File: config.mk
export PLATFORM = sky130hd
export DESIGN_NAME = ams_sequencer
export DESIGN_NICKNAME = d
export VERILOG_FILES = /design/src/ams_pkg.sv /design/src/ams_sequencer.sv
export SDC_FILE = /design/constraint.sdc
export NUM_CORES = 1
export LEC_CHECK = 0
export BUFFER_PORTS_ARGS = -buffer_cell sky130_fd_sc_hd__buf_2
export CAP_MARGIN = 30
export CORE_MARGIN = 2
export CORE_UTILIZATION = 63
export CTS_CLUSTER_SIZE = 8
export DETAILED_ROUTE_END_ITERATION = 10
export PLACE_DENSITY_LB_ADDON = 0.2
export SYNTH_ARGS = -nofsm -noshare
export SYNTH_HDL_FRONTEND = slang
export SYNTH_SLANG_ARGS = --single-unit
File: constraint.sdc
create_clock -name clk_i -period 3.8 [get_ports clk_i]
set_input_delay 0.19 -clock clk_i [delete_from_list [all_inputs] [get_ports clk_i]]
set_output_delay 0.19 -clock clk_i [all_outputs]
set_load 0.005 [all_outputs]
File: src/ams_pkg.sv
// Constants and state types for the converter mux/mode sequencer.
// Assumes one 200 MHz clock and a 32-bit AXI4-Lite register master.
package ams_pkg;

  // ------------------------------------------------------------
  // Pin vector layout (synchronised inputs)
  // ------------------------------------------------------------
  localparam int P_WR = 0;
  localparam int P_RD = 1;
  localparam int P_CONV = 2;
  localparam int P_CS = 3;
  localparam int P_M0 = 4;
  localparam int P_M1 = 5;
  localparam int P_GAIN = 6;
  localparam int P_POL = 7;
  localparam int P_A0 = 8;
  localparam int P_DIFFERENTIAL_SELECT = 11;
  localparam int PIN_W = 12;
  // Strobes, start and select idle high
  localparam logic [PIN_W-1:0] PIN_RST = 12'h00F;

  // ------------------------------------------------------------
  // Entry word: differential_select, addr[2:0], polarity, gain, end flag
  // ------------------------------------------------------------
  localparam int W_DIFFERENTIAL_SELECT = 6;
  localparam int W_EOS = 0;
  localparam int SEQ_DEPTH = 16;

  // ------------------------------------------------------------
  // Timing and registers
  // ------------------------------------------------------------
  localparam int CLK_PERIOD_NS = 5;
  localparam int CONV_TIME_NS = 550;
  localparam logic [7:0] CONV_CYC =
    8'((CONV_TIME_NS + CLK_PERIOD_NS - 1) / CLK_PERIOD_NS);
  localparam logic [7:0] OFS_CTRL = 8'h00;
  localparam logic [7:0] OFS_STAT = 8'h04;
  localparam logic [1:0] RESP_OKAY = 2'h0;
  localparam logic [1:0] RESP_SLVERR = 2'h2;

  // Gray order along direct, scan, run, program; equals {upper,lower}
  typedef enum logic [1:0] {
    MODE_DIRECT = 2'h0,
    MODE_SCAN = 2'h1,
    MODE_RUN = 2'h3,
    MODE_PROG = 2'h2
  } ams_mode_e;

endpackage : ams_pkg

File: src/ams_sequencer.sv
// Mux address / mode sequencer of an eight-channel converter, with a
// 16 x 7 sequence memory and an AXI4-Lite status/control port.
// Assumes all mode, strobe and config pins are asynchronous to clk_i.
`timescale 1ns/100ps
`default_nettype none

// Notes on behaviour
// - Both mode pins low: direct addressing
// - Latch strobe low passes, rising edge holds
// - Direct mode also captures on start fall
// - Scan mode ignores address, keeps config inputs
// - Scan single-ended 0..7 or four pairs
// - Scan counter steps one or two
// - Lower mode change clears scan counter
// - Start fall converts; report converted address
// - Sixteen entries, six bits plus end flag
// - Program mode: busy low, conversions refused
// - Any mode pin change clears pointer
// - Latch strobe rise stores entry, advances
// - Last written entry marks sequence end
// - Pointer wraps after sixteen writes
// - Read strobe low drives entry, rise advances
// - Word on address and top data outputs
// - End bit only on final entry; wraps
// - Lower pin high releases busy again
// - Run mode starts at entry zero, steps
// - After final entry pointer returns zero
// - Memory kept; latch strobe ignored in run
// - Start only with select low; no restart
module ams_sequencer
  import ams_pkg::*;
#(
  parameter int AXI_AW = 8
) (
  input wire logic clk_i,
  input wire logic resetn_i,
  input wire logic mode_sel_upper_i,
  input wire logic mode_sel_lower_i,
  input wire logic conv_start_n_i,
  input wire logic chip_sel_n_i,
  input wire logic wr_n_i,
  input wire logic rd_n_i,
  input wire logic differential_select_i,
  input wire logic gain_range_select_i,
  input wire logic polarity_select_i,
  input wire logic [2:0] mux_addr_in_i,
  output logic busy_o,
  output logic differential_select_flag_out_o,
  output logic [2:0] mux_addr_out_o,
  output logic addr_out_oe_o,
  output logic [2:0] data_msb_o,
  output logic data_msb_oe_o,
  output logic mux_differential_select_o,
  output logic [2:0] mux_chan_o,
  output logic mux_polarity_o,
  output logic mux_gain_o,
  output logic conv_active_o,
  input wire logic [AXI_AW-1:0] s_axi_awaddr_i,
  input wire logic s_axi_awvalid_i,
  output logic s_axi_awready_o,
  input wire logic [31:0] s_axi_wdata_i,
  input wire logic [3:0] s_axi_wstrb_i,
  input wire logic s_axi_wvalid_i,
  output logic s_axi_wready_o,
  output logic [1:0] s_axi_bresp_o,
  output logic s_axi_bvalid_o,
  input wire logic s_axi_bready_i,
  input wire logic [AXI_AW-1:0] s_axi_araddr_i,
  input wire logic s_axi_arvalid_i,
  output logic s_axi_arready_o,
  output logic [31:0] s_axi_rdata_o,
  output logic [1:0] s_axi_rresp_o,
  output logic s_axi_rvalid_o,
  input wire logic s_axi_rready_i
);

  typedef struct packed {
    logic [PIN_W-1:0] s1;
    logic [PIN_W-1:0] s2;
    logic [PIN_W-1:0] prev;
    logic [5:0] cfg;
    logic [SEQ_DEPTH-1:0][6:0] mem;
    logic [3:0] ptr;
    logic [2:0] scan;
    logic conv;
    logic [7:0] cnt;
    logic [5:0] cur;
    logic cur_eos;
    logic [5:0] mux;
    logic [3:0] res_addr;
    logic [3:0] aout;
    logic aoe;
    logic [2:0] msb;
    logic msb_oe;
    logic busy;
    logic [7:0] conv_len;
    logic awready;
    logic wready;
    logic aw_got;
    logic w_got;
    logic [AXI_AW-1:0] awaddr;
    logic [7:0] wdata;
    logic wstrb0;
    logic bvalid;
    logic [1:0] bresp;
    logic arready;
    logic rvalid;
    logic [1:0] rresp;
    logic [31:0] rdata;
  } ams_state_s;

  ams_state_s q;
  ams_state_s n;

  logic [PIN_W-1:0] pins;
  ams_mode_e mode;
  logic wr_rise;
  logic rd_rise;
  logic conv_fall;
  logic m0_chg;
  logic mode_chg;
  logic start;
  logic [5:0] cfg_in;
  logic [5:0] eff_cfg;
  logic [5:0] use_cfg;
  logic use_eos;
  logic [6:0] rb_word;
  logic rd_back;

  assign pins = {differential_select_i, mux_addr_in_i, polarity_select_i,
                 gain_range_select_i, mode_sel_upper_i, mode_sel_lower_i,
                 chip_sel_n_i, conv_start_n_i, rd_n_i, wr_n_i};

  // ------------------------------------------------------------
  // Pin edges, seen only after the two-stage synchroniser
  // ------------------------------------------------------------
  // Edge detect after sync
  assign mode = ams_mode_e'(q.s2[P_M1:P_M0]);
  assign wr_rise = q.s2[P_WR] & ~q.prev[P_WR];
  assign rd_rise = q.s2[P_RD] & ~q.prev[P_RD];
  assign conv_fall = ~q.s2[P_CONV] & q.prev[P_CONV];
  assign m0_chg = q.s2[P_M0] ^ q.prev[P_M0];
  assign mode_chg = m0_chg | (q.s2[P_M1] ^ q.prev[P_M1]);
  assign cfg_in = {q.s2[P_DIFFERENTIAL_SELECT], q.s2[P_A0+:3], q.s2[P_POL], q.s2[P_GAIN]};
  assign rb_word = q.mem[q.ptr];
  assign rd_back = (mode == MODE_PROG) & ~q.s2[P_RD] & q.s2[P_WR];

  assign eff_cfg = (~q.s2[P_WR] | conv_fall) ? cfg_in : q.cfg;
  assign start = conv_fall & ~q.s2[P_CS] & ~q.conv & (mode != MODE_PROG);

  // ------------------------------------------------------------
  // Channel and configuration for the next conversion
  // ------------------------------------------------------------
  always_comb begin
    use_eos = 1'b0;
    unique case (mode)
      MODE_DIRECT: use_cfg = eff_cfg;
      MODE_SCAN: use_cfg = {eff_cfg[5], q.scan, eff_cfg[1:0]};
      MODE_RUN: begin
        use_cfg = rb_word[W_DIFFERENTIAL_SELECT:1];
        use_eos = rb_word[W_EOS];
      end
      MODE_PROG: use_cfg = eff_cfg;
    endcase
  end

  always_comb begin
    n = q;
    n.s1 = pins;
    n.s2 = q.s1;
    n.prev = q.s2;
    if (mode != MODE_RUN && (~q.s2[P_WR] | conv_fall)) begin
      n.cfg = cfg_in;
    end
    n.mux = q.conv ? q.cur : use_cfg;
    if (start) begin
      n.conv = 1'b1;
      n.cnt = (q.conv_len == 8'h00) ? 8'h01 : q.conv_len;
      n.cur = use_cfg;
      n.cur_eos = use_eos;
      n.mux = use_cfg;
    end else if (q.conv) begin
      n.cnt = q.cnt - 8'h01;
      if (q.cnt == 8'h01) begin
        n.conv = 1'b0;
        n.res_addr = q.cur[5:2];
        if (mode == MODE_SCAN) begin
          n.scan = q.scan + (q.cur[5] ? 3'h2 : 3'h1);
        end
        if (mode == MODE_RUN) begin
          n.ptr = q.cur_eos ? 4'h0 : q.ptr + 4'h1;
        end
      end
    end
    if (mode == MODE_PROG) begin
      if (wr_rise && q.s2[P_RD]) begin
        // Stale end flags of an older, longer sequence must not survive
        for (int i = 0; i < SEQ_DEPTH; i++) begin
          n.mem[i][W_EOS] = 1'b0;
        end
        n.mem[q.ptr] = {q.cfg, 1'b1};
        n.ptr = q.ptr + 4'h1;
      end
      if (rd_rise && q.s2[P_WR]) begin
        n.ptr = q.ptr + 4'h1;
      end
    end
    if (m0_chg) begin
      n.scan = 3'h0;
    end
    if (mode_chg) begin
      n.ptr = 4'h0;
    end
    n.aout = rd_back ? rb_word[6:3] : n.res_addr;
    n.msb = rb_word[2:0];
    n.msb_oe = rd_back;
    n.aoe = rd_back | ((mode != MODE_PROG) & ~q.s2[P_RD] & ~q.s2[P_CS]);
    n.busy = ~n.conv & (mode != MODE_PROG);

    // ----------------------------------------------------------
    // AXI4-Lite slave: one write and one read in flight
    // ----------------------------------------------------------
    if (s_axi_awvalid_i && q.awready) begin
      n.awaddr = s_axi_awaddr_i;
      n.aw_got = 1'b1;
      n.awready = 1'b0;
    end
    if (s_axi_wvalid_i && q.wready) begin
      n.wdata = s_axi_wdata_i[7:0];
      n.wstrb0 = s_axi_wstrb_i[0];
      n.w_got = 1'b1;
      n.wready = 1'b0;
    end
    if (q.aw_got && q.w_got && !q.bvalid) begin
      n.aw_got = 1'b0;
      n.w_got = 1'b0;
      n.bvalid = 1'b1;
      n.bresp = RESP_SLVERR;
      if (q.awaddr[7:2] == OFS_CTRL[7:2]) begin
        n.bresp = RESP_OKAY;
        if (q.wstrb0) begin
          n.conv_len = q.wdata;
        end
      end else if (q.awaddr[7:2] == OFS_STAT[7:2]) begin
        n.bresp = RESP_OKAY;
      end
    end
    if (q.bvalid && s_axi_bready_i) begin
      n.bvalid = 1'b0;
      n.awready = 1'b1;
      n.wready = 1'b1;
    end
    if (s_axi_arvalid_i && q.arready) begin
      n.arready = 1'b0;
      n.rvalid = 1'b1;
      n.rresp = RESP_OKAY;
      n.rdata = 32'h0;
      if (s_axi_araddr_i[7:2] == OFS_CTRL[7:2]) begin
        n.rdata = {24'h0, q.conv_len};
      end else if (s_axi_araddr_i[7:2] == OFS_STAT[7:2]) begin
        n.rdata = {17'h0, q.busy, q.conv, mode, q.ptr, q.scan, q.res_addr};
      end else begin
        n.rresp = RESP_SLVERR;
      end
    end
    if (q.rvalid && s_axi_rready_i) begin
      n.rvalid = 1'b0;
      n.arready = 1'b1;
    end
  end

  always_ff @(posedge clk_i) begin
    if (!resetn_i) begin
      q <= '0;
      q.s1 <= PIN_RST;
      q.s2 <= PIN_RST;
      q.prev <= PIN_RST;
      q.busy <= 1'b1;
      q.conv_len <= CONV_CYC;
      q.awready <= 1'b1;
      q.wready <= 1'b1;
      q.arready <= 1'b1;
    end else begin
      q <= n;
    end
  end

  assign busy_o = q.busy;
  assign differential_select_flag_out_o = q.aout[3];
  assign mux_addr_out_o = q.aout[2:0];
  assign addr_out_oe_o = q.aoe;
  assign data_msb_o = q.msb;
  assign data_msb_oe_o = q.msb_oe;
  assign mux_differential_select_o = q.mux[5];
  assign mux_chan_o = q.mux[4:2];
  assign mux_polarity_o = q.mux[1];
  assign mux_gain_o = q.mux[0];
  assign conv_active_o = q.conv;
  assign s_axi_awready_o = q.awready;
  assign s_axi_wready_o = q.wready;
  assign s_axi_bresp_o = q.bresp;
  assign s_axi_bvalid_o = q.bvalid;
  assign s_axi_arready_o = q.arready;
  assign s_axi_rdata_o = q.rdata;
  assign s_axi_rresp_o = q.rresp;
  assign s_axi_rvalid_o = q.rvalid;
endmodule : ams_sequencer

`default_nettype wire

Word-level counts from Yosys, hierarchy flattened --
Index checks and enable logic that the tools add are counted.
Word-level totals: bits in writable memories 0, logic and storage cells 147, bits in latches 0, output and inout bits 58, memories 0, register bits 259, ROM bits 0
Cells by class: shifts and indexed selects 0, equal/unequal tests 8, $lt $le $gt $ge 2, reductions and logical operators 28, $mul 0, bitwise operators 26, mux-type cells 33, add/subtract/negate cells 3, divide/modulo/power cells 0
Operators with widths (number):
- bitwise mux 112 bit | 1
- two-way mux 4 bit | 9
- two-way mux 16 bit | 2
- two-way mux 15 bit | 2
- binary-select mux 7 bit (select 4 bit) | 1
- demux 7 bit (select 4 bit) | 1
- two-way mux 7 bit | 3
- two-way mux 6 bit | 3
- one-hot mux 6 bit (3 select lines) | 1
- two-way mux 8 bit | 2
- == test 6 x 1 -> 1 bit (second input constant) | 2
- logical NOT 6 bit | 2
- OR reduction 2 bit | 6
- bitwise AND 1 bit | 11
- logical AND 1 bit | 11
- two-way mux 2 bit | 5
- inverter 1 bit | 10
- two-way mux 9 bit | 1
- == test 8 x 1 -> 1 bit (second input constant) | 1
- logical NOT 8 bit | 1
- subtractor 8 x 1 -> 8 bit (second input constant) | 1
- nonzero test 2 bit | 3
- < comparator 4 x 5 -> 1 bit (second input constant) | 1
- adder 4 x 1 -> 4 bit (second input constant) | 1
- 14 further kinds | 19

Depth between registers and ports, before layout --
depth in word-level cells 10, depth in mapped cells 8, mapped depth without buffers 7

Worst setup path before layout --
OpenSTA, ideal clock, no wires.
path type reg2reg, start point reg q[51] (netlist name), end point reg q[61] (netlist name), setup slack 1.983 ns, arrival 1.687 ns, data required time 3.670 ns, cell stages (with the launch flop) 5, clock period less this slack 1.817 ns, path buffers 0, cells stage by stage dfxtp_1 or4_4 nor4_4 mux2i_1 nand2_1
On the way: word-level cells in the longest chain between the ends 2
Ends and longest elaborated chain:
- from (decl) | RTL line ams_sequencer.sv:112 | ams_state_s q;
- from (signal assigned) | RTL line ams_sequencer.sv:284 | q <= n;
- logical NOT 6 bit | RTL line ams_sequencer.sv:239 | if (q.awaddr[7:2] == OFS_CTRL[7:2]) begin
- AND reduction 3 bit (no source line)
No other way between the ends. A chain may end at the register's enable or synchronous reset.

Worst setup path after layout --
start point reg q (netlist bit mode[1]), end point reg q[173] (netlist name)
On the way: word-level cells in the longest chain between the ends 2
Ends and longest elaborated chain:
- == test 2 bit | RTL line ams_sequencer.sv:195 | if (mode == MODE_PROG) begin
- AND reduction 2 bit (no source line)
No other way between the ends.

==> summary.md <==
| Metric | Value |
|---|---|
| Flip-flop and latch area | `between 4000 and 5000 µm²` |
| DIE WIDTH | `~130 µm` |
| Synth Area in XOR/XNOR | `less than 1%` |
| Synth-to-layout area growth | `12.8%` |
| Gr busiest metal | `met2` |
| Worst-Margin Slew | `between 1000 and 1500 ps` |
| GP Congestion | `~0.88` |
| Slowest CP cell | `nor2_1` |
| Skew final | `about 13 ps` |
| Vias per cell | `between 5 and 6` |
| Synth Warn # | `0` |
| Critical-path cell list | `nand4b_1 > nor2_1 > and3_1 > mux2i_1 > nor2b_1` |
| Peak supply drop | `between 0.0003 and 0.0004 V` |
| Worst setup SP type | `register` |
| Drc violations | `0` |
| CTS tree | `done` |
| Congestion Overflow GR | `0` |
| Slew Viols, Final | `0` |
| CP Capture Type | `register` |
| H-tree Lvls | `2` |
| Footprint of the multi-input gates | `a little over 5000 µm²` |
| Met2 Use GR | `between 40% and 50%` |
| Synth Instances | `1073` |
| Most numerous cell in the Yosys netlist | `dfxtp_1` |
| Overall global routing resource usage | `a little over a quarter` |
| Post-detail-place hpwl | `15.0 mm` |
| # IOs | `approximately 130` |
| Row count | `47` |
| Commonest cells post-synth | `dfxtp_1, mux2i_1, nor2b_1` |
| Total Power | `about 0.0055 W` |
| Largest net degree at the start of global routing | `84` |
| Routed via count | `7573` |
| Max Freq | `around 0.38 GHz` |
| Post-synth EDFFs | `0` |
| Top cells by area, synth | `dfxtp_1, mux2i_1, nor2b_1` |
| Unrepaired setup endpoints after global routing | `no` |
| Layout cell share with drive strength beyond 1 | `13.6%` |
| Die H | `between 100 and 150 µm` |
| Compound-Gate Fraction of Synth Area | `about a tenth` |
| Vias in the first global route | `7238` |
| Clk slew on worst S/H paths | `about 50 ps` |
| Outcome | `finished clean` |
| Post-synth ARST share | `0%` |
| Leading area contributor after synthesis | `dfxtp_1` |
| Cts bufs inserted | `35` |
| Post-synthesis adder-cell area fraction | `under 10%` |
| Worst Hold Class | `input port to register` |
| Setup_tns | `0 ps` |
| Delay of the slowest critical-path stage | `~730 ps` |
| Initial antenna violation count | `1` |
| Port Buffers | `78` |
| Buffers & Inverters on Critical Path | `0` |
| Cell variety after synth | `roughly 50` |
| Initial drt markers | `620` |
| Main combinational cell family by area after synthesis | `simple AND/OR/NAND/NOR gates` |
| Fillers | `between 1000 and 1500` |
| Top cell type's share of synthesized area | `about 45%` |
| Worst relative slew slack | `29.1%` |
| Die ar. | `17800 µm²` |
| DR pass1 iterations | `7` |
| Root Driver | `clkbuf_16` |
| Max-cap viol count | `0` |
| P per Cell Area | `458 nW/µm²` |
| Clock Latency Late Sink | `around 500 ps` |
| Cell family with most CP delay | `simple AND/OR/NAND/NOR gates` |
| Initial Utilization | `approximately 64%` |
| Mux cell area share after synthesis | `roughly 17%` |
| Worst EP required | `4180 ps` |
| Endpoint arrival time on the critical path | `just over 3000 ps` |
| Crit-path max FO | `16` |
| Final hold viol count | `0` |
| Post_cts resized | `0` |
| Setup-failing EPs final | `0` |
| Hold WS | `between 30 and 40 ps` |
| Drt total wl | `approximately 24 mm` |
| Routing usage on met3 | `under 10%` |
| Syn avg cell area | `slightly below 10 µm²` |
| WL/cell | `between 15 and 20 µm` |
| ANT cells | `0` |
| Post-layout min period | `roughly 2600 ps` |
| Core area | `around 16000 µm²` |
| CTS sink cnt | `about 240` |
| Final period util | `a little over two thirds` |
| Leak pwr | `around 4.2 nW` |
| Synth Area in Simple Gates | `about a fifth` |
| GR met1 Demand/Resource | `a little under two fifths` |
| Top_reg_cell synth | `dfxtp_1` |
| First-pass GRT wire length | `between 30 and 40 mm` |
| ANT nets after route | `0` |
| Area of the mapped netlist | `10600 µm²` |
| Clock tree buffer depth | `3` |
| Final #Nets | `1197` |
| Sequential share of the synthesized area | `between 40% and 50%` |
| Flops & latches, synth | `approximately 240` |
| Kind of critical path | `register to register` |
worst paths after layout:
path / start / endpoint / slack, ps / cells past startpoint
max: mode[1]$_SDFF_PN0_ / q[173]$_SDFFE_PN0P_ / 1160 / 5
min: s_axi_arvalid_i / s_axi_rresp_o[1]$_SDFFE_PN0P_ / 40 / 3
max reg2reg: mode[1]$_SDFF_PN0_ / q[173]$_SDFFE_PN0P_ / 1160 / 5
min reg2reg: n[241]$_SDFF_PN1_ / n[229]$_SDFF_PN1_ / 400 / 1
cell families after synthesis:
group | Yosys count
buf+inv | 141
mux | 178
simple gates | 348
other cells | 1
flops | 237
xor+xnor | 3
compound gates | 157
fa+ha+maj | 8
registers in the layout, summed over array words and instances (netlist names), 2 cells and up:
name,count
n,16
mode,2
mux_addr_out_o,3
q,174
data_msb_o,3
s_axi_rdata_o,15
cfg_in,6
mux_chan_o,3
timing repair:
item / 4_1_cts / 5_1_grt
setup buffers: 0 / 0
hold endpoints to repair: 31 / 0
hold buffers: 32 / 0
report_power, final:
| part | switching [W] | internal [W] | total (W) |
|---|---|---|---|
| Combinational | 0.000104 | 0.000110 | 0.000215 |
| Clock | 0.00102 | 0.00166 | 0.00268 |
| Sequential | 0.0000345 | 0.00253 | 0.00256 |
area by class of cell:
type                            instances  area share (%)
Multi-Input combinational cell        713            43.0
Sequential cell                       237            39.8
Clock buffer                           36            7.56
Timing Repair Buffer                  121            6.68
Tap cell                              220            2.31
Inverter                               10           0.315
Clock inverter                          3           0.252
placed cells by master (no fill, tap or decap), drive strengths merged, types with 3 or more instances in the layout:
cell type / netlist / final
a21oi: 38 / 38
conb: 1 / 19
nand3: 28 / 28
o21ai: 11 / 11
o21a: 3 / 3
o31ai: 7 / 7
clkbuf: 55 / 36
or3: 4 / 4
nand2: 64 / 64
a21boi: 33 / 33
o22ai: 4 / 4
nor2: 19 / 19
or2: 6 / 6
dlygate4sd3: 0 / 32
dfxtp: 237 / 237
nor4: 5 / 5
and3: 16 / 16
or4: 3 / 3
o32a: 4 / 4
o31a: 3 / 3
inv: 10 / 11
buf: 76 / 89
a32o: 3 / 3
nand2b: 23 / 23
ha: 7 / 7
mux2: 8 / 8
xnor2: 3 / 3
and2: 27 / 27
a221oi: 3 / 3
a22oi: 38 / 38
mux4: 4 / 4
o311a: 4 / 4
mux2i: 166 / 166
nor2b: 144 / 144
per-stage QoR:
stage | setup WS, ps | utilization (%) | instances | cell area, µm²
after floorplan | 1980 | - | 1091 | 10600
after global placement | 1320 | 64.7 | 1269 | 10700
after detailed placement | 1310 | 64.7 | 1269 | 10700
after CTS | 1280 | 72.3 | 1340 | 11900
after global routing | 1050 | 72.3 | 1340 | 11900
final | 1160 | 72.3 | 1340 | 11900
worst register-to-register path: cells and delay by family, from the launching register on:
family / cells / cell delay (ps)
simple gates: 4 / 1610
mux: 1 / 270
flops: 1 / 650
routing by layer:
metal	part of all wire (%)	vias up	routed length, µm
met4	2.2	0	508
met3	5.4	49	1270
met5	0	-	0
li1	-	3701	-
met1	46	3596	10900
met2	46	227	10900
Power figures use the tool's default switching activity.
